**config.mk**
```make
export PLATFORM = sky130hd
export DESIGN_NAME = drs_resync_ctrl
export DESIGN_NICKNAME = d
export VERILOG_FILES = /design/src/design/drs_pkg.sv /design/src/design/drs_clkdiv.sv /design/src/design/drs_resync_ctrl.sv
export SDC_FILE = /design/constraint.sdc
export NUM_CORES = 1
export LEC_CHECK = 0
export BUFFER_PORTS_ARGS = -buffer_cell sky130_fd_sc_hd__buf_2
export CAP_MARGIN = 15
export CORE_MARGIN = 2
export CORE_UTILIZATION = 36
export DETAILED_ROUTE_END_ITERATION = 7
export HOLD_SLACK_MARGIN = 0.15
export PLACE_DENSITY = 0.55
export SLEW_MARGIN = 0
export SYNTH_ARGS = -nofsm -noshare
export SYNTH_HDL_FRONTEND = slang
export SYNTH_SLANG_ARGS = --single-unit
```
**constraint.sdc**
```tcl
create_clock -name clk_i -period 3.2 [get_ports clk_i]
set_input_delay 0.16 -clock clk_i [delete_from_list [all_inputs] [get_ports clk_i]]
set_output_delay 0.16 -clock clk_i [all_outputs]
set_load 0.01 [all_outputs]
```
**src/design/drs_pkg.sv**
```systemverilog
`default_nettype none
package drs_pkg;
    // Register offsets
    localparam logic [7:0] DRS_OFS_REF_STEP_ONE = 8'h05;
    localparam logic [7:0] DRS_OFS_DIV_STEP_ONE = 8'h07;
    localparam logic [7:0] DRS_OFS_REF_STEP_TWO = 8'h19;
    localparam logic [7:0] DRS_OFS_DIV_STEP_TWO = 8'h1b;
    localparam logic [7:0] DRS_OFS_REF_FIRE = 8'h1d;
    localparam logic [7:0] DRS_OFS_DIV_FIRE = 8'h1f;
    localparam int DRS_NUM_REGS = 6;
    // Request bit position and writable low-field masks (reserved bits read zero)
    localparam int DRS_REQ_BIT = 7;
    localparam logic [6:0] DRS_MASK_REF_STEP_ONE = 7'h7f;
    localparam logic [6:0] DRS_MASK_DIV_STEP_ONE = 7'h2f;
    localparam logic [6:0] DRS_MASK_REF_STEP_TWO = 7'h3f;
    localparam logic [6:0] DRS_MASK_DIV_STEP_TWO = 7'h70;
    localparam logic [6:0] DRS_MASK_REF_FIRE = 7'h00;
    localparam logic [6:0] DRS_MASK_DIV_FIRE = 7'h00;
    localparam logic [6:0] DRS_LOW_RESET = 7'h00;
    // Timing: restart must land within this many clock periods of the fire write
    localparam int DRS_CLK_PERIOD_NS = 100;
    localparam int DRS_RESTART_MAX_NS = 1000;
    localparam int DRS_RESTART_MAX_CYC = DRS_RESTART_MAX_NS / DRS_CLK_PERIOD_NS;
    localparam int DRS_RESTART_CYC = 4;
    localparam logic [3:0] DRS_RESTART_CNT = 4'(DRS_RESTART_CYC);
    // Counts and widths
    localparam int DRS_NUM_CLK_OUT = 3;
    localparam int DRS_NUM_REF_OUT = 4;
    localparam int DRS_RATIO_W = 7;
    localparam logic [6:0] DRS_REF_RATIO_DEFAULT = 7'h08;
    typedef enum logic [1:0] {DRS_DIV_IDLE, DRS_DIV_ONE, DRS_DIV_TWO, DRS_DIV_FIRE} drs_div_state_type;
    typedef enum logic [1:0] {DRS_REF_IDLE, DRS_REF_ONE, DRS_REF_TWO, DRS_REF_PULSE} drs_ref_state_type;
endpackage
`default_nettype wire

```
**src/design/drs_clkdiv.sv**
```systemverilog
`timescale 1ns/1ps
`default_nettype none
// Output divider with synchronous hold; restarts high on the first cycle after hold drops
module drs_clkdiv #(
    parameter int RATIO_W = 7
) (
    input wire logic clk_i,
    input wire logic rst_i,
    input wire logic hold_i,
    input wire logic [RATIO_W-1:0] ratio_i,
    output logic q_o
);
    logic [RATIO_W-1:0] cnt_reg;
    logic [RATIO_W-1:0] ratio_eff;
    logic [RATIO_W-1:0] half;

    // Ratios below two cannot be made from the system clock, so clamp
    assign ratio_eff = (ratio_i < RATIO_W'(2)) ? RATIO_W'(2) : ratio_i;
    // Rounded-up half without an add that could wrap at the top ratio
    assign half = (ratio_eff >> 1) + RATIO_W'(ratio_eff[0]);

    // Counter and output both clear under hold so every divider starts in phase
    always_ff @(posedge clk_i) begin
        if (rst_i || hold_i) begin
            cnt_reg <= '0;
            q_o <= 1'b0;
        end else begin
            q_o <= (cnt_reg < half);
            cnt_reg <= (cnt_reg >= ratio_eff - RATIO_W'(1)) ? '0 : cnt_reg + RATIO_W'(1);
        end
    end
endmodule
`default_nettype wire

```
**src/design/drs_resync_ctrl.sv**
```systemverilog
// Operation
// First divider request forces all clock outputs low and starts the resync.
// All six request bits self-clear when done; writing zero changes nothing.
// Divider fire acts only after the second divider request is set.
// After fire, all clock outputs restart together with a rising edge.
// Divider fire is the final step; dividers restart within ten clock periods.
// Second divider request and fire clear only after outputs have been reset.
// Software runs divider resync after power-up and each divider change.
// Reference steps go one, two, fire in order, then pulses emit.
// Reference sequence bits work only while override mode is zero.
// Second reference request resets reference divider and holds outputs low.
// Fire emits exactly the programmed eight-bit count on enabled outputs.
// Reference fire clears itself once all programmed pulses are out.
// Software runs reference sync after every reference delay reconfiguration.
// Second reference request clears only after the reference outputs reset.
// Request bits read one until completion; out-of-order fire writes ignored.
`timescale 1ns/1ps
`default_nettype none
module drs_resync_ctrl #(
    parameter logic [6:0] REF_RATIO = drs_pkg::DRS_REF_RATIO_DEFAULT
) (
    input wire logic clk_i,
    input wire logic rst_i,
    input wire logic reg_wr_i,
    input wire logic reg_rd_i,
    input wire logic [7:0] reg_addr_i,
    input wire logic [7:0] reg_wdata_i,
    output logic [7:0] reg_rdata_o,
    input wire logic [drs_pkg::DRS_RATIO_W-1:0] div_ratio_i [drs_pkg::DRS_NUM_CLK_OUT],
    input wire logic [7:0] refpulse_count_i,
    input wire logic refpulse_override_mode_i,
    input wire logic [drs_pkg::DRS_NUM_REF_OUT-1:0] ref_enable_i,
    output logic [drs_pkg::DRS_NUM_CLK_OUT-1:0] clock_outputs_o,
    output logic [drs_pkg::DRS_NUM_REF_OUT-1:0] reference_pulse_outputs_o
);
    import drs_pkg::*;

    drs_div_state_type div_state_reg;
    drs_ref_state_type ref_state_reg;
    logic [6:0] low_reg [DRS_NUM_REGS];
    logic [3:0] fire_cnt_reg;
    logic [7:0] pulse_cnt_reg;
    logic ref_q;
    logic ref_q_prev_reg;
    logic ref_fall;
    logic div_hold;
    logic ref_hold;
    logic [7:0] read_value;

    // Map an offset to its slot, or DRS_NUM_REGS when unmapped
    function automatic int slot_of(input logic [7:0] addr);
        case (addr)
            DRS_OFS_REF_STEP_ONE: slot_of = 0;
            DRS_OFS_DIV_STEP_ONE: slot_of = 1;
            DRS_OFS_REF_STEP_TWO: slot_of = 2;
            DRS_OFS_DIV_STEP_TWO: slot_of = 3;
            DRS_OFS_REF_FIRE: slot_of = 4;
            DRS_OFS_DIV_FIRE: slot_of = 5;
            default: slot_of = DRS_NUM_REGS;
        endcase
    endfunction

    function automatic logic [6:0] mask_of(input int slot);
        case (slot)
            0: mask_of = DRS_MASK_REF_STEP_ONE;
            1: mask_of = DRS_MASK_DIV_STEP_ONE;
            2: mask_of = DRS_MASK_REF_STEP_TWO;
            3: mask_of = DRS_MASK_DIV_STEP_TWO;
            4: mask_of = DRS_MASK_REF_FIRE;
            5: mask_of = DRS_MASK_DIV_FIRE;
            default: mask_of = 7'h00;
        endcase
    endfunction

    // A one in the request position of a write to the given offset
    function automatic logic req_write(input logic wr, input logic [7:0] addr,
                                       input logic [7:0] data, input logic [7:0] ofs);
        req_write = wr && (addr == ofs) && data[DRS_REQ_BIT];
    endfunction

    logic wr_div_one, wr_div_two, wr_div_fire, wr_ref_one, wr_ref_two, wr_ref_fire;
    assign wr_div_one = req_write(reg_wr_i, reg_addr_i, reg_wdata_i, DRS_OFS_DIV_STEP_ONE);
    assign wr_div_two = req_write(reg_wr_i, reg_addr_i, reg_wdata_i, DRS_OFS_DIV_STEP_TWO);
    assign wr_div_fire = req_write(reg_wr_i, reg_addr_i, reg_wdata_i, DRS_OFS_DIV_FIRE);
    // Reference bits are dead while override mode is set
    assign wr_ref_one = !refpulse_override_mode_i &&
        req_write(reg_wr_i, reg_addr_i, reg_wdata_i, DRS_OFS_REF_STEP_ONE);
    assign wr_ref_two = !refpulse_override_mode_i &&
        req_write(reg_wr_i, reg_addr_i, reg_wdata_i, DRS_OFS_REF_STEP_TWO);
    assign wr_ref_fire = !refpulse_override_mode_i &&
        req_write(reg_wr_i, reg_addr_i, reg_wdata_i, DRS_OFS_REF_FIRE);

    // Plain storage for the fields sharing these registers; the block does not interpret them
    always_ff @(posedge clk_i) begin
        if (rst_i) begin
            for (int i = 0; i < DRS_NUM_REGS; i++) begin
                low_reg[i] <= DRS_LOW_RESET;
            end
        end else if (reg_wr_i && slot_of(reg_addr_i) < DRS_NUM_REGS) begin
            low_reg[slot_of(reg_addr_i)] <= reg_wdata_i[6:0] & mask_of(slot_of(reg_addr_i));
        end
    end

    // Divider resync sequence; a zero write or an out-of-order step leaves state alone
    always_ff @(posedge clk_i) begin
        if (rst_i) begin
            div_state_reg <= DRS_DIV_IDLE;
            fire_cnt_reg <= '0;
        end else begin
            case (div_state_reg)
                DRS_DIV_IDLE: begin
                    if (wr_div_one) begin
                        div_state_reg <= DRS_DIV_ONE;
                    end
                end
                DRS_DIV_ONE: begin
                    if (wr_div_two) begin
                        div_state_reg <= DRS_DIV_TWO;
                    end
                end
                DRS_DIV_TWO: begin
                    if (wr_div_fire) begin
                        div_state_reg <= DRS_DIV_FIRE;
                        fire_cnt_reg <= '0;
                    end
                end
                DRS_DIV_FIRE: begin
                    // Release happens with completion, so bits clear one cycle before outputs restart
                    if (fire_cnt_reg == DRS_RESTART_CNT - 4'h1) begin
                        div_state_reg <= DRS_DIV_IDLE;
                    end else begin
                        fire_cnt_reg <= fire_cnt_reg + 4'h1;
                    end
                end
                default: div_state_reg <= DRS_DIV_IDLE;
            endcase
        end
    end

    // All dividers held low from the first step until the fire delay expires
    assign div_hold = (div_state_reg != DRS_DIV_IDLE);

    // Shared hold gives every output the same restart edge regardless of ratio
    genvar g;
    generate
        for (g = 0; g < DRS_NUM_CLK_OUT; g++) begin : gen_div
            drs_clkdiv #(.RATIO_W(DRS_RATIO_W)) u_div (
                .clk_i(clk_i),
                .rst_i(rst_i),
                .hold_i(div_hold),
                .ratio_i(div_ratio_i[g]),
                .q_o(clock_outputs_o[g])
            );
        end
    endgenerate

    // Reference divider runs only while a burst is being sent
    assign ref_hold = (ref_state_reg != DRS_REF_PULSE);

    drs_clkdiv #(.RATIO_W(DRS_RATIO_W)) u_refdiv (
        .clk_i(clk_i),
        .rst_i(rst_i),
        .hold_i(ref_hold),
        .ratio_i(REF_RATIO),
        .q_o(ref_q)
    );

    assign ref_fall = ref_q_prev_reg && !ref_q;

    // Reference sync sequence and burst counting
    always_ff @(posedge clk_i) begin
        if (rst_i) begin
            ref_state_reg <= DRS_REF_IDLE;
            pulse_cnt_reg <= '0;
            ref_q_prev_reg <= 1'b0;
        end else begin
            ref_q_prev_reg <= ref_q;
            case (ref_state_reg)
                DRS_REF_IDLE: begin
                    if (wr_ref_one) begin
                        ref_state_reg <= DRS_REF_ONE;
                    end
                end
                DRS_REF_ONE: begin
                    if (wr_ref_two) begin
                        ref_state_reg <= DRS_REF_TWO;
                    end
                end
                DRS_REF_TWO: begin
                    if (wr_ref_fire && refpulse_count_i == 8'h00) begin
                        ref_state_reg <= DRS_REF_IDLE;
                    end else if (wr_ref_fire) begin
                        ref_state_reg <= DRS_REF_PULSE;
                        pulse_cnt_reg <= '0;
                    end
                end
                DRS_REF_PULSE: begin
                    // A pulse counts on its falling edge, so the last one is whole
                    if (ref_fall && pulse_cnt_reg + 8'h01 >= refpulse_count_i) begin
                        ref_state_reg <= DRS_REF_IDLE;
                        pulse_cnt_reg <= pulse_cnt_reg + 8'h01;
                    end else if (ref_fall) begin
                        pulse_cnt_reg <= pulse_cnt_reg + 8'h01;
                    end
                end
                default: ref_state_reg <= DRS_REF_IDLE;
            endcase
        end
    end

    // Enabled outputs follow the burst; low during step two and idle
    always_comb begin
        reference_pulse_outputs_o = '0;
        if (ref_state_reg == DRS_REF_PULSE) begin
            reference_pulse_outputs_o = {DRS_NUM_REF_OUT{ref_q}} & ref_enable_i;
        end
    end

    // Request bits show sequence progress in the top bit
    always_comb begin
        read_value = 8'h00;
        case (reg_addr_i)
            DRS_OFS_REF_STEP_ONE: read_value = {ref_state_reg != DRS_REF_IDLE, low_reg[0]};
            DRS_OFS_DIV_STEP_ONE: read_value = {div_state_reg != DRS_DIV_IDLE, low_reg[1]};
            DRS_OFS_REF_STEP_TWO: read_value = {(ref_state_reg == DRS_REF_TWO) ||
                                                (ref_state_reg == DRS_REF_PULSE), low_reg[2]};
            DRS_OFS_DIV_STEP_TWO: read_value = {(div_state_reg == DRS_DIV_TWO) ||
                                                (div_state_reg == DRS_DIV_FIRE), low_reg[3]};
            DRS_OFS_REF_FIRE: read_value = {ref_state_reg == DRS_REF_PULSE, low_reg[4]};
            DRS_OFS_DIV_FIRE: read_value = {div_state_reg == DRS_DIV_FIRE, low_reg[5]};
            default: read_value = 8'h00;
        endcase
    end

    // Read data registered one cycle after the strobe
    always_ff @(posedge clk_i) begin
        if (rst_i) begin
            reg_rdata_o <= 8'h00;
        end else if (reg_rd_i) begin
            reg_rdata_o <= read_value;
        end
    end
endmodule
`default_nettype wire

```
# After elaboration in Yosys (flattened, before gate mapping)
# Memory sizes are Yosys's and may differ from the RTL's.
# Index checks and enable logic that the tools add are counted.
totals:
  ff_bits: 57
  ram_bits: 42
  inputBits: 54
  output_inout_bits: 15
  word_cells: 152
  memories: 1
mem_list:
  columns: ["memory", "words", "word_bits", "read_ports", "rd_clocked_by_memory_dff", "wr", "line", "source"]
  rows:
  - ["low_reg", 6, 7, 6, 0, 6, "drs_resync_ctrl.sv:40", "logic [6:0] low_reg [DRS_NUM_REGS];"]
op_classes:
  n_addsub: 12
  n_lt_le_gt_ge: 13
  n_eq_ne: 29
  mux: 39
  n_bitwise: 2
  reduce_logical: 42
ops:
  columns: ["cell", "count"]
  rows:
  - ["two-way mux 32 bit", 3]
  - ["equality test 32 x 2 -> 1 bit, second input constant", 2]
  - ["one-hot mux 8 bit (6 select lines)", 1]
  - ["two-way mux 7 bit", 6]
  - ["equality test 32 x 1 -> 1 bit, second input constant", 1]
  - ["equality test 8 x 5 -> 1 bit, second input constant", 4]
  - ["zero test 32 bit", 1]
  - ["< comparator 32 x 4 -> 1 bit, second input constant", 1]
  - ["two-way mux 8 bit", 4]
  - ["adder 7 x 1 -> 7 bit, second input constant", 4]
  - ["one-hot mux 7 bit (4 select lines)", 1]
  - ["inequality test 2 bit, second input constant", 11]
  - ["adder 6 x 1 -> 7 bit", 3]
  - ["greater-or-equal comparator 7 bit", 3]
  - ["< comparator 7 x 2 -> 1 bit, second input constant", 3]
  - ["< comparator 7 bit", 3]
  - ["subtractor 7 x 1 -> 7 bit, second input constant", 3]
  - ["logical AND 1 bit", 19]
  - ["two-way mux 2 bit", 9]
  - ["one-hot mux 3 bit (6 select lines)", 1]
  - ["equality test 8 x 3 -> 1 bit, second input constant", 2]
  - ["one-hot mux 2 bit (4 select lines)", 2]
  - ["one-hot mux 8 bit (2 select lines)", 1]
  - ["two-way mux 4 bit", 3]
  - ["23 further kinds", 46]

# Depth between registers and ports, before layout
# Gate-level depths: netlist of run 1.
logic_depth:
  depth_word: 13
  depth_mapped: 13
  mapped_depth_nobuf: 12

# By module
# From an unflattened synthesis of run 1, not the netlist that was laid out.
unflattened:
  hier_cells: 730
  hier_area_um2: 6796.5
modules_own_cells:
  columns: ["mod", "instances", "cells_each", "area_each_um2", "seq_area_each_um2"]
  rows:
  - ["drs_resync_ctrl", 1, 351, 3529.6, 1761.7]
  - ["drs_clkdiv (gen_div[2].u_div ...)", 2, 94, 815.8, 160.2]
  - ["drs_clkdiv (gen_div[1].u_div)", 1, 97, 820.8, 160.2]
  - ["drs_clkdiv (gen_div[0].u_div)", 1, 94, 814.5, 160.2]

# Least setup slack after synthesis of run 1
# OpenSTA, ideal clock, no wires.
synth_path:
  path_kind: "in2reg"
  startpoint: "input div_ratio_i[3] (netlist bit)"
  endpoint: "register gen_div[2].u_div.q_o"
  setup_ps: 74
  arrival_time_ps: 2565
  required_time_ps: 3126
  setup_slack_ps: 561
  stages: 13
  n_path_buf: 1
  cell_sequence: "clkbuf_1 or3_1 or4_1 nand2_1 inv_1 ha_1 ha_1 and3_1 xnor2_1 ha_1 a21oi_1 o21ai_0 a31oi_1"
synth_via:
  elab_chain_cells: 4
synth_lines:
  columns: ["element", "line", "source"]
  rows:
  - ["start, declared", "drs_resync_ctrl.sv:29", "input wire logic [drs_pkg::DRS_RATIO_W-1:0] div_ratio_i [drs_pkg::DRS_NUM_CLK_OUT],"]
  - ["< comparator 7 x 2 -> 1 bit", "drs_clkdiv.sv:18", "assign ratio_eff = (ratio_i < RATIO_W'(2)) ? RATIO_W'(2) : ratio_i;"]
  - ["two-way mux 7 bit *", "drs_clkdiv.sv:18", null]
  - ["adder 6 x 1 -> 7 bit *", "drs_clkdiv.sv:20", "assign half = (ratio_eff >> 1) + RATIO_W'(ratio_eff[0]);"]
  - ["< comparator 7 bit *", "drs_clkdiv.sv:28", "q_o <= (cnt_reg < half);"]
  - ["end signal, assigned", "drs_clkdiv.sv:28", null]
  - ["end, declared", "drs_clkdiv.sv:11", "output logic q_o"]
# Every way passes the cells marked *; elsewhere a longest branch is shown, timed or not.
# A chain may end at the register's enable or synchronous reset.

# Worst setup path after layout of run 1
layout_path:
  startpoint: "register pulse_cnt_reg[0]"
  endpoint: "register ref_state_reg[1]"
layout_via:
  elab_chain_cells: 5
layout_lines:
  columns: ["element", "line", "source"]
  rows:
  - ["start, declared", "drs_resync_ctrl.sv:42", "logic [7:0] pulse_cnt_reg;"]
  - ["start signal, assigned", "drs_resync_ctrl.sv:201", "pulse_cnt_reg <= pulse_cnt_reg + 8'h01;"]
  - ["start signal, assigned", "drs_resync_ctrl.sv:203", "pulse_cnt_reg <= pulse_cnt_reg + 8'h01;"]
  - ["adder 8 x 1 -> 8 bit", "drs_resync_ctrl.sv:199", "if (ref_fall && pulse_cnt_reg + 8'h01 >= refpulse_count_i) begin"]
  - ["greater-or-equal comparator 8 bit", "drs_resync_ctrl.sv:199", null]
  - ["logical AND 1 bit", "drs_resync_ctrl.sv:199", null]
  - ["inequality test 2 bit (no line)", null, null]
  - ["AND reduction 4 bit (no line)", null, null]
  - ["end signal, assigned", "drs_resync_ctrl.sv:193", "ref_state_reg <= DRS_REF_PULSE;"]
  - ["end signal, assigned", "drs_resync_ctrl.sv:200", "ref_state_reg <= DRS_REF_IDLE;"]
  - ["end signal, assigned", "drs_resync_ctrl.sv:206", "default: ref_state_reg <= DRS_REF_IDLE;"]
  - ["end, declared", "drs_resync_ctrl.sv:39", "drs_ref_state_type ref_state_reg;"]
# Every way passes these cells.

==> results of run 1 <==
==> metrics by stage <==
| stage | setup slack, ps | power (mW) | cell area, sq um | util |
|---|---|---|---|---|
| after detailed placement | 280 | 2.04 | 6680 | 0.403 |
| after global placement | 378 | 2.01 | 6680 | 0.403 |
| final | 623 | 3.17 | 7010 | 0.423 |
| after floorplan | 561 | 1.87 | 6180 | - |
| after CTS | 636 | 3.21 | 7010 | 0.423 |
| after global routing | 394 | 3.35 | 7010 | 0.423 |
==> where the power goes <==
| part | total, mW | internal (mW) | switching [mW] |
|---|---|---|---|
| registers | 1.48 | 1.40 | 0.0730 |
| clock network | 1.17 | 0.686 | 0.481 |
| logic | 0.530 | 0.241 | 0.290 |
==> worst register-to-register path, cell delays in order, from the launching register on <==
cell      delay, ps
dfxtp_1         400
and3_1          260
and3_1          290
a31oi_1         120
or2_2           310
ha_1            290
a21oi_1         160
o211ai_1        100
a21oi_1         250
nor2_1           80
a211oi_1        230
==> cells by family (layout without fill, tap and decap cells) <==
kind of cell / count (synthesis) / in the layout / synth area share
DFF: 99 / 99 / 0.392
muxes: 12 / 12 / 0.0204
xor gates and xnor gates: 48 / 48 / 0.0687
AOI/OAI and AO/OA: 128 / 128 / 0.154
other: 1 / 18 / 0.000613
and+or+nand+nor: 229 / 229 / 0.187
adders and majority gates: 66 / 66 / 0.135
buffers and inverters: 60 / 121 / 0.0421
==> cell type report <==
class	count	area (sq um)	area share
sequential	99	2400	0.342
clock inverter	6	87.6	0.0125
tap	220	275	0.0392
inverter	34	128	0.0182
multi-input combinational	501	3520	0.502
timing repair buffer	71	368	0.0524
clock buffer	10	229	0.0326
==> layout by cell type (no fill, tap or decap), types with 4 or more instances in the layout <==
cell type  instances
nor2_1            85
buf_2             68
ha_1              66
dfxtp_1           57
edfxtp_1          42
inv_1             34
nand3_1           25
xnor2_1           24
nand2_1           24
xor2_1            24
nor3_1            23
a21oi_1           23
o21ai_0           19
conb_1            18
and3_1            17
nand2b_1          12
a21o_1            12
a211oi_1          12
a211o_1            9
clkbuf_16          9
mux2i_1            8
a221oi_1           8
o31ai_1            6
o211ai_1           6
nor4_1             5
o21bai_1           4
or3_1              4
nor3b_1            4
a31oi_1            4
mux2_2             4
a22oi_1            4
==> final timing paths <==
kind,startpoint,endpoint,slack [ps],depth (start not counted)
min reg2reg,u_refdiv.cnt_reg[2],u_refdiv.q_o,440,1
max reg2reg,pulse_cnt_reg[0],ref_state_reg[1],620,10
max,pulse_cnt_reg[0],ref_state_reg[1],620,10
min,reg_wdata_i[3],low_reg[1][3],210,3
==> per-layer routing <==
metal | GRT usage | wire (um)
met5 | 0 | 0
met4 | 0.0649 | 260
met3 | 0.0212 | 445
met2 | 0.240 | 6110
met1 | 0.209 | 6450
==> flow_summary.toml, run 1 <==
[status]
outcome = "completed"

[synth]
ys_ff_latch = 99
synth_commonest_cells = "nor2_1 (85), ha_1 (66), dfxtp_1 (57)"
synthFlopType = "dfxtp_1"
netlist-cell-type-count = 61
yosys_warnings = 0
syn_avg_cell_area_sq_um = 9.52
synth_top_area_share = 0.206
synth-edff-count = 42
syn_area_sq_mm = 0.00612
yosysMostFrequentCell = "nor2_1"
synthCells = 643
ys_async_sr_fraction = 0
ys_seq_area_frac = 0.392
ys_top_cells_by_area = "edfxtp_1 (21%), dfxtp_1 (19%), ha_1 (13%), nor2_1 (5.2%), xnor2_1 (3.4%)"
synth_top_area_cell = "edfxtp_1"

[setup_path]
crit_chain = "and3_1 > and3_1 > a31oi_1 > or2_2 > ha_1 > a21oi_1 > o211ai_1 > a21oi_1 > nor2_1 > a211oi_1"
worst-setup-path-type = "flip-flop to flip-flop"
crit_buf_inv = 0
crit_fanout = 5
max_stage_delay_ps = 400
crit_arrival_ps = 2840
critPathTopFamily = "simple AND/OR/NAND/NOR gates"
worstSetupEndpointType = "flip-flop"
crit_path_start_kind = "flip-flop"
required_ps = 3460
critPathSlowestCell = "dfxtp_1"

[clock_tree]
insertion_delay_ps = 350
cts-root-buf = "clkbuf_16"
clockBufferDepth = 2
cts_tree = "done"
cts_made_buffers = 9
htreeDepth = 3
postCtsHoldBufs = 2
path_clk_slew_ps = 70
clock_sinks = 99
cts_setup_buffers = 0
ctsResizeCount = 0

[placed_design]
dp_cells = 923
gp_congestion = 0.793
dp_hpwl_mm = 10.3
portBuffers = 68

[timing]
setup_tns_ps = 0
final.min_clock_period_ps = 2580
hold_ws_ps = 207
rsz0062_at_grt = "false"
skew_ps = 6.79
slew_violations = 0
relSlewSlack = 0.522
hold_violations = 0
fin_crit_sh = 0.805
worst_slew_pin_slew_ps = 715
finalSetupViolCount = 0
fmax_mhz = 388

[power]
p_per_area_mw_per_mm2 = 453
p_leak_nw = 2.97
ir_drop_v = 0.000206

[cells_and_area]
num-nets-final = 836
stdcell_count = 941
fill_cells = 1669
antennaDiodeCount = 0
area_delta_synth_final_pct = 14.6
largest_reg_flops = 42
drive_above_1_share = 0.141

[grt]
grt_overflow = 0
antenna_found_initial = 0
first_global_vias = 4559
track_usage = 0.152
grt_max_degree = 33
grt_pass1_wl_mm = 22.1

[detailed_routing]
ant_nets = 0
drtIter0Drc = 228
totalWireLength_mm = 13.3
drt-wirelength-per-cell_um = 14.1
dr.pass1.iters = 4
drc_errors = 0
routed_via_density = 5.10
vias = 4802

[floorplan]
die_h_um = 134
die_x_um = 134
pin_count = 69
fp-row-count = 47
core_area_sq_mm = 0.0166
die_area_sq_mm = 0.0181
initial_core_util = 0.369

[run]
maxCapViolCount = 0

[min_path]
hold_class = "input port to flip-flop"
No activity file was read; power rests on OpenSTA's default activity.
==> run 2: changes to the inputs <==
- PLACE_DENSITY: 0.55 -> 0.57
- clock period: 3.2 -> 2.3 ns (I/O delays scaled with it)
==> run 2 against run 1 <==
  * Design area rose by 8.5%
  * Highest routed layer is now met5
  * Non-clock buffer count rose by 48
  * Critical endpoint is now gen_div[2].u_div.cnt_reg[3]
  * Hold slack got worse by 44 ps
  * Largest power group unchanged
  * Core utilization rose by 3.6 points
==> flow_summary.toml, run 2 (synthesis gave the netlist of run 1 again) <==
[clock_tree]
path_clk_slew_ps = 80
cts_tree = "done"
clockBufferDepth = 2
insertion_delay_ps = 350
cts_made_buffers = 9
cts-root-buf = "clkbuf_16"
htreeDepth = 3
clock_sinks = 99

[setup_path]
max_stage_delay_ps = 430
r2r_start = "pulse_cnt_reg[0]"
reg2reg_setup_slack_ps = 130
reg2reg_depth = 11
crit_path_start_kind = "input port"
critPathSlowestCell = "or4_4"
worst-setup-path-type = "input port to flip-flop"
crit_fanout = 7
crit_chain = "buf_6 > or3_4 > or4_4 > nand2_4 > ha_2 > nor3b_2 > xnor2_1 > ha_1 > a211oi_2 > o21ai_2 > buf_4 > nor2_1"
crit_arrival_ps = 2490
reg2reg_to = "ref_state_reg[1]"
worstSetupEndpointType = "flip-flop"
required_ps = 2580

[power]
seqPwrFrac = 0.470
sw_frac_of_total = 0.287
power_frac_clock = 0.333
p_total_mw = 4.38
p_per_area_mw_per_mm2 = 575
p_switching_mw = 1.26
p_leak_nw = 3.20
p_int_mw = 3.12
combPwrFrac = 0.198
ir_drop_v = 0.000353

[timing]
skew_ps = 7.82
worst_slew_pin_slew_ps = 612
rsz0062_at_grt = "true"
finalSetupViolCount = 0
hold_violations = 0
setup_tns_ps = 0
fmax_mhz = 453
relSlewSlack = 0.588
slew_violations = 0
fin_crit_sh = 0.959
final.min_clock_period_ps = 2210

[cells_and_area]
design_area_sq_mm = 0.00761
final_cell_mix = "nor2_1 (82), buf_2 (66), dfxtp_1 (56)"
final_common_cell = "nor2_1"
regArea_sq_mm = 0.00240
largest_reg_flops = 42
drive_above_1_share = 0.256
num-nets-final = 884
fill_cells = 1574
multi_input_area_sq_mm = 0.00377
area_delta_synth_final_pct = 24.3

[min_path]
hold_depth = 3
hold-path-endpoint = "low_reg[5][5]"
hold_path.startpoint = "reg_wdata_i[5]"
hold_class = "input port to flip-flop"

[placed_design]
dp_hpwl_mm = 11.2
gp_congestion = 0.866
place_area_sq_mm = 0.00711
portBuffers = 68

[floorplan]
die_h_um = 134
pin_count = 69
core_area_sq_mm = 0.0166
die_x_um = 134
initial_core_util = 0.369
fp-row-count = 47
die_area_sq_mm = 0.0181

[detailed_routing]
routed_via_density = 5.14
vias = 5089
totalWireLength_mm = 14.2
drtIter0Drc = 294
drc_errors = 0
drt-wirelength-per-cell_um = 14.4
ant_nets = 0
dr.pass1.iters = 4

[grt]
antenna_found_initial = 2
first_global_vias = 5023
grt_max_degree = 19
grt_overflow = 0
track_usage = 0.160
grt_pass1_wl_mm = 23.5

[run]
maxCapViolCount = 0

[status]
outcome = "completed"
-- run 2: cell count changes in the layout (fill, tap and decap cells not counted), sizes merged --
cell      before  now
buf           69  117
inv           35   38
bufinv         2    0
clkinvlp       1    0
diode          0    1
-- run 2: layout make-up --
type / instances / share of cell area
multi-input cells: 501 / 0.496
flip-flops and latches: 99 / 0.316
repair buffers: 119 / 0.0974
well taps: 220 / 0.0362
clock buffers: 10 / 0.0301
inverters: 34 / 0.0168
clock inverters: 6 / 0.00724
diodes: 1 / 0.000329
-- run 2: metrics by stage --
| step | setup slack [ps] | hold WS, ps | util | instances |
|---|---|---|---|---|
| after global placement | -263 | 422 | 0.429 | 968 |
| after global routing | -24.3 | 178 | 0.459 | 990 |
| after CTS | 14.1 | 155 | 0.449 | 986 |
| final | 93.8 | 162 | 0.459 | 990 |
| after floorplan | -137 | 338 | - | 660 |
| after detailed placement | -314 | 427 | 0.429 | 968 |
-- run 2: per-layer routing --
layer  vias up  wire, um  GRT usage
met2       125      7040      0.280
li1       2564         -          -
met5         -         8          0
met3        26       646     0.0336
met1      2372      6220      0.194
met4         2       304     0.0561
-- run 2: power groups by stage --
stage          logic (mW)  clock network [mW]  registers (mW)
3_3_place_gp        0.777                   0            2.10
6_report            0.866                1.46            2.06
2_1_floorplan       0.569                   0            2.06
5_1_grt             0.978                1.56            2.07
4_1_cts             0.818                1.50            2.06
3_5_place_dp        0.809                   0            2.10
-- run 2: timing repair --
| action | in CTS | in global routing |
|---|---|---|
| pin swaps | 2 | 17 |
| endpoints found under the hold margin | 2 | 0 |
| hold buffers | 2 | 0 |
| resized for setup | 3 | 32 |
| setup buffers | 0 | 3 |
| setup endpoints to repair | 2 | 26 |
-- run 2: worst max-delay path, delay by kind of cell --
family,cells,cell delay (ps)
fa+ha+maj,2,450
buf+inv,2,260
simple gates,5,1200
compound gates,2,330
xor+xnor,1,140
-- run 2: worst max path at each step --
stage | start | end | slack, ps | cells past startpoint
6_report | div_ratio_i[5] | gen_div[2].u_div.cnt_reg[3] | 90 | 12
5_1_grt | div_ratio_i[5] | gen_div[2].u_div.cnt_reg[2] | -20 | 12
4_1_cts | pulse_cnt_reg[2] | ref_state_reg[0] | 10 | 10
3_5_place_dp | div_ratio_i[5] | gen_div[2].u_div.q_o | -310 | 13
3_3_place_gp | div_ratio_i[5] | gen_div[2].u_div.q_o | -260 | 13
2_1_floorplan | div_ratio_i[3] | gen_div[2].u_div.q_o | -140 | 13
==> run 3: changes to the inputs <==
- CELL_PAD_IN_SITES_DETAIL_PLACEMENT: not set -> 0
- CELL_PAD_IN_SITES_GLOBAL_PLACEMENT: not set -> 1
- MAX_ROUTING_LAYER: not set -> met4
- PLACE_DENSITY: 0.57 -> 0.7
==> run 3 against run 2 <==
  * Total power rose by 3.5%
  * Critical path depth fell by 1
  * Combinational power fell by 5.4%
  * Cell count fell by 0.40%
  * Register-to-register slack got worse by 30 ps
  * Design area fell by 0.56%
  * Critical path type is now flip-flop to flip-flop
==> flow_summary.toml, run 3 (synthesis gave the netlist of run 1 again) <==
[clock_tree]
cts_tree = "done"
cts_made_buffers = 9
htreeDepth = 3
clockBufferDepth = 2
cts-root-buf = "clkbuf_16"
path_clk_slew_ps = 70
clock_sinks = 99
insertion_delay_ps = 340

[timing]
setup_tns_ps = 0
worst_slack_ps = 98.0
rsz0062_at_grt = "true"
fin_crit_sh = 0.957
skew_ps = 4.62
fmax_mhz = 454
finalSetupViolCount = 0
hold_violations = 0
slew_violations = 0
final.min_clock_period_ps = 2200
relSlewSlack = 0.580
worst_slew_pin_slew_ps = 623

[setup_path]
worstSetupEndpointType = "flip-flop"
crit_path_start_kind = "flip-flop"
required_ps = 2550
reg2reg_setup_slack_ps = 100
worst-setup-path-type = "flip-flop to flip-flop"
crit_arrival_ps = 2460
reg2reg_to = "ref_state_reg[1]"
crit_path_end = "ref_state_reg[1]"
startpoint = "pulse_cnt_reg[0]"
crit_fanout = 4
r2r_start = "pulse_cnt_reg[0]"
reg2reg_depth = 11

[power]
ir_drop_v = 0.000331
p_leak_nw = 3.20
p_per_area_mw_per_mm2 = 599

[cells_and_area]
drive_above_1_share = 0.240
antennaDiodeCount = 0
final_cell_mix = "nor2_1 (85), buf_2 (68), dfxtp_1 (57)"
area_delta_synth_final_pct = 23.6
final_common_cell = "nor2_1"
largest_reg_flops = 42
design_area_sq_mm = 0.00757
num-nets-final = 881

[detailed_routing]
totalWireLength_mm = 14.1
wl_met3_um = 508
vias = 5061
drt-wirelength-per-cell_um = 14.3
drc_errors = 0
routed_via_density = 5.13
dr.pass1.iters = 5
ant_nets = 0
drtIter0Drc = 328
wl_met1_mm = 6.74
top_layer_used = "met4"
wl_met2_mm = 6.73

[grt]
grt_max_degree = 22
track_usage = 0.162
grt_pass1_wl_mm = 23.2
grt_overflow = 0
first_global_vias = 4887
antenna_found_initial = 0

[placed_design]
dp_hpwl_mm = 10.9
place_area_sq_mm = 0.00710
portBuffers = 68
gp_congestion = 0.835
place_ws_ps = -333

[floorplan]
die_h_um = 134
fp-row-count = 47
die_area_sq_mm = 0.0181
core_area_sq_mm = 0.0166
initial_core_util = 0.369
pin_count = 69
die_x_um = 134

[min_path]
hold_class = "input port to flip-flop"
hold_depth = 3

[run]
maxCapViolCount = 0

[status]
outcome = "completed"
==> run 3: report_power, final <==
group          switching, mW  leakage, nW  total, mW  internal [mW]
registers              0.110        0.867       2.06           1.95
clock network          0.687        0.156       1.65          0.964
logic                  0.430         2.17      0.819          0.388
==> run 3: final cells by class <==
type	instances	area, sq um
fill	1609	9020
clock buffer	9	225
sequential	99	2400
multi-input combinational	501	3730
inverter	34	128
timing repair buffer	116	706
clock inverter	7	100
tap	220	275
==> run 3: worst min-delay path by stage <==
stage                                   start            end  slack, ps
after floorplan                reg_wdata_i[4]  low_reg[3][4]        340
after global placement    u_refdiv.cnt_reg[2]   u_refdiv.q_o        420
after CTS                      reg_wdata_i[2]  low_reg[5][2]        150
final                          reg_wdata_i[2]  low_reg[5][2]        170
after detailed placement  u_refdiv.cnt_reg[2]   u_refdiv.q_o        430
after global routing           reg_wdata_i[3]  low_reg[5][3]        190
==> run 3: through the flow <==
stage	hold WS, ps	utilization	std cells	power (mW)
global placement	421	0.428	966	2.86
floorplan	338	-	660	2.63
detailed placement	428	0.428	966	2.90
global route	189	0.456	986	4.77
finish	173	0.456	986	4.53
CTS	155	0.450	984	4.56
==> run 3: routing by layer <==
metal / global-route usage / vias to the layer above
met1: 0.213 / 2381
met3: 0.0212 / 10
met5: - / -
li1: - / 2552
met2: 0.262 / 118
met4: 0.0462 / 0
==> run 3: critical path, cell delays in order (launching register included) <==
cell and delay [ps]:
dfxtp_1 340, buf_4 130, ha_2 180, and3_4 200
nand3_2 120, xnor2_2 160, ha_1 270, nand2_1 100
o211ai_1 120, a21oi_2 210, nor2_1 60, a211oi_1 240
==> run 3: timing repair <==
item / in CTS / in global routing
hold endpoints to repair: 2 / 0
resized for setup: 5 / 17
pin swaps: 4 / 10
setup buffers: 0 / 2
hold buffers: 2 / 0
setup endpoints to repair: 2 / 25
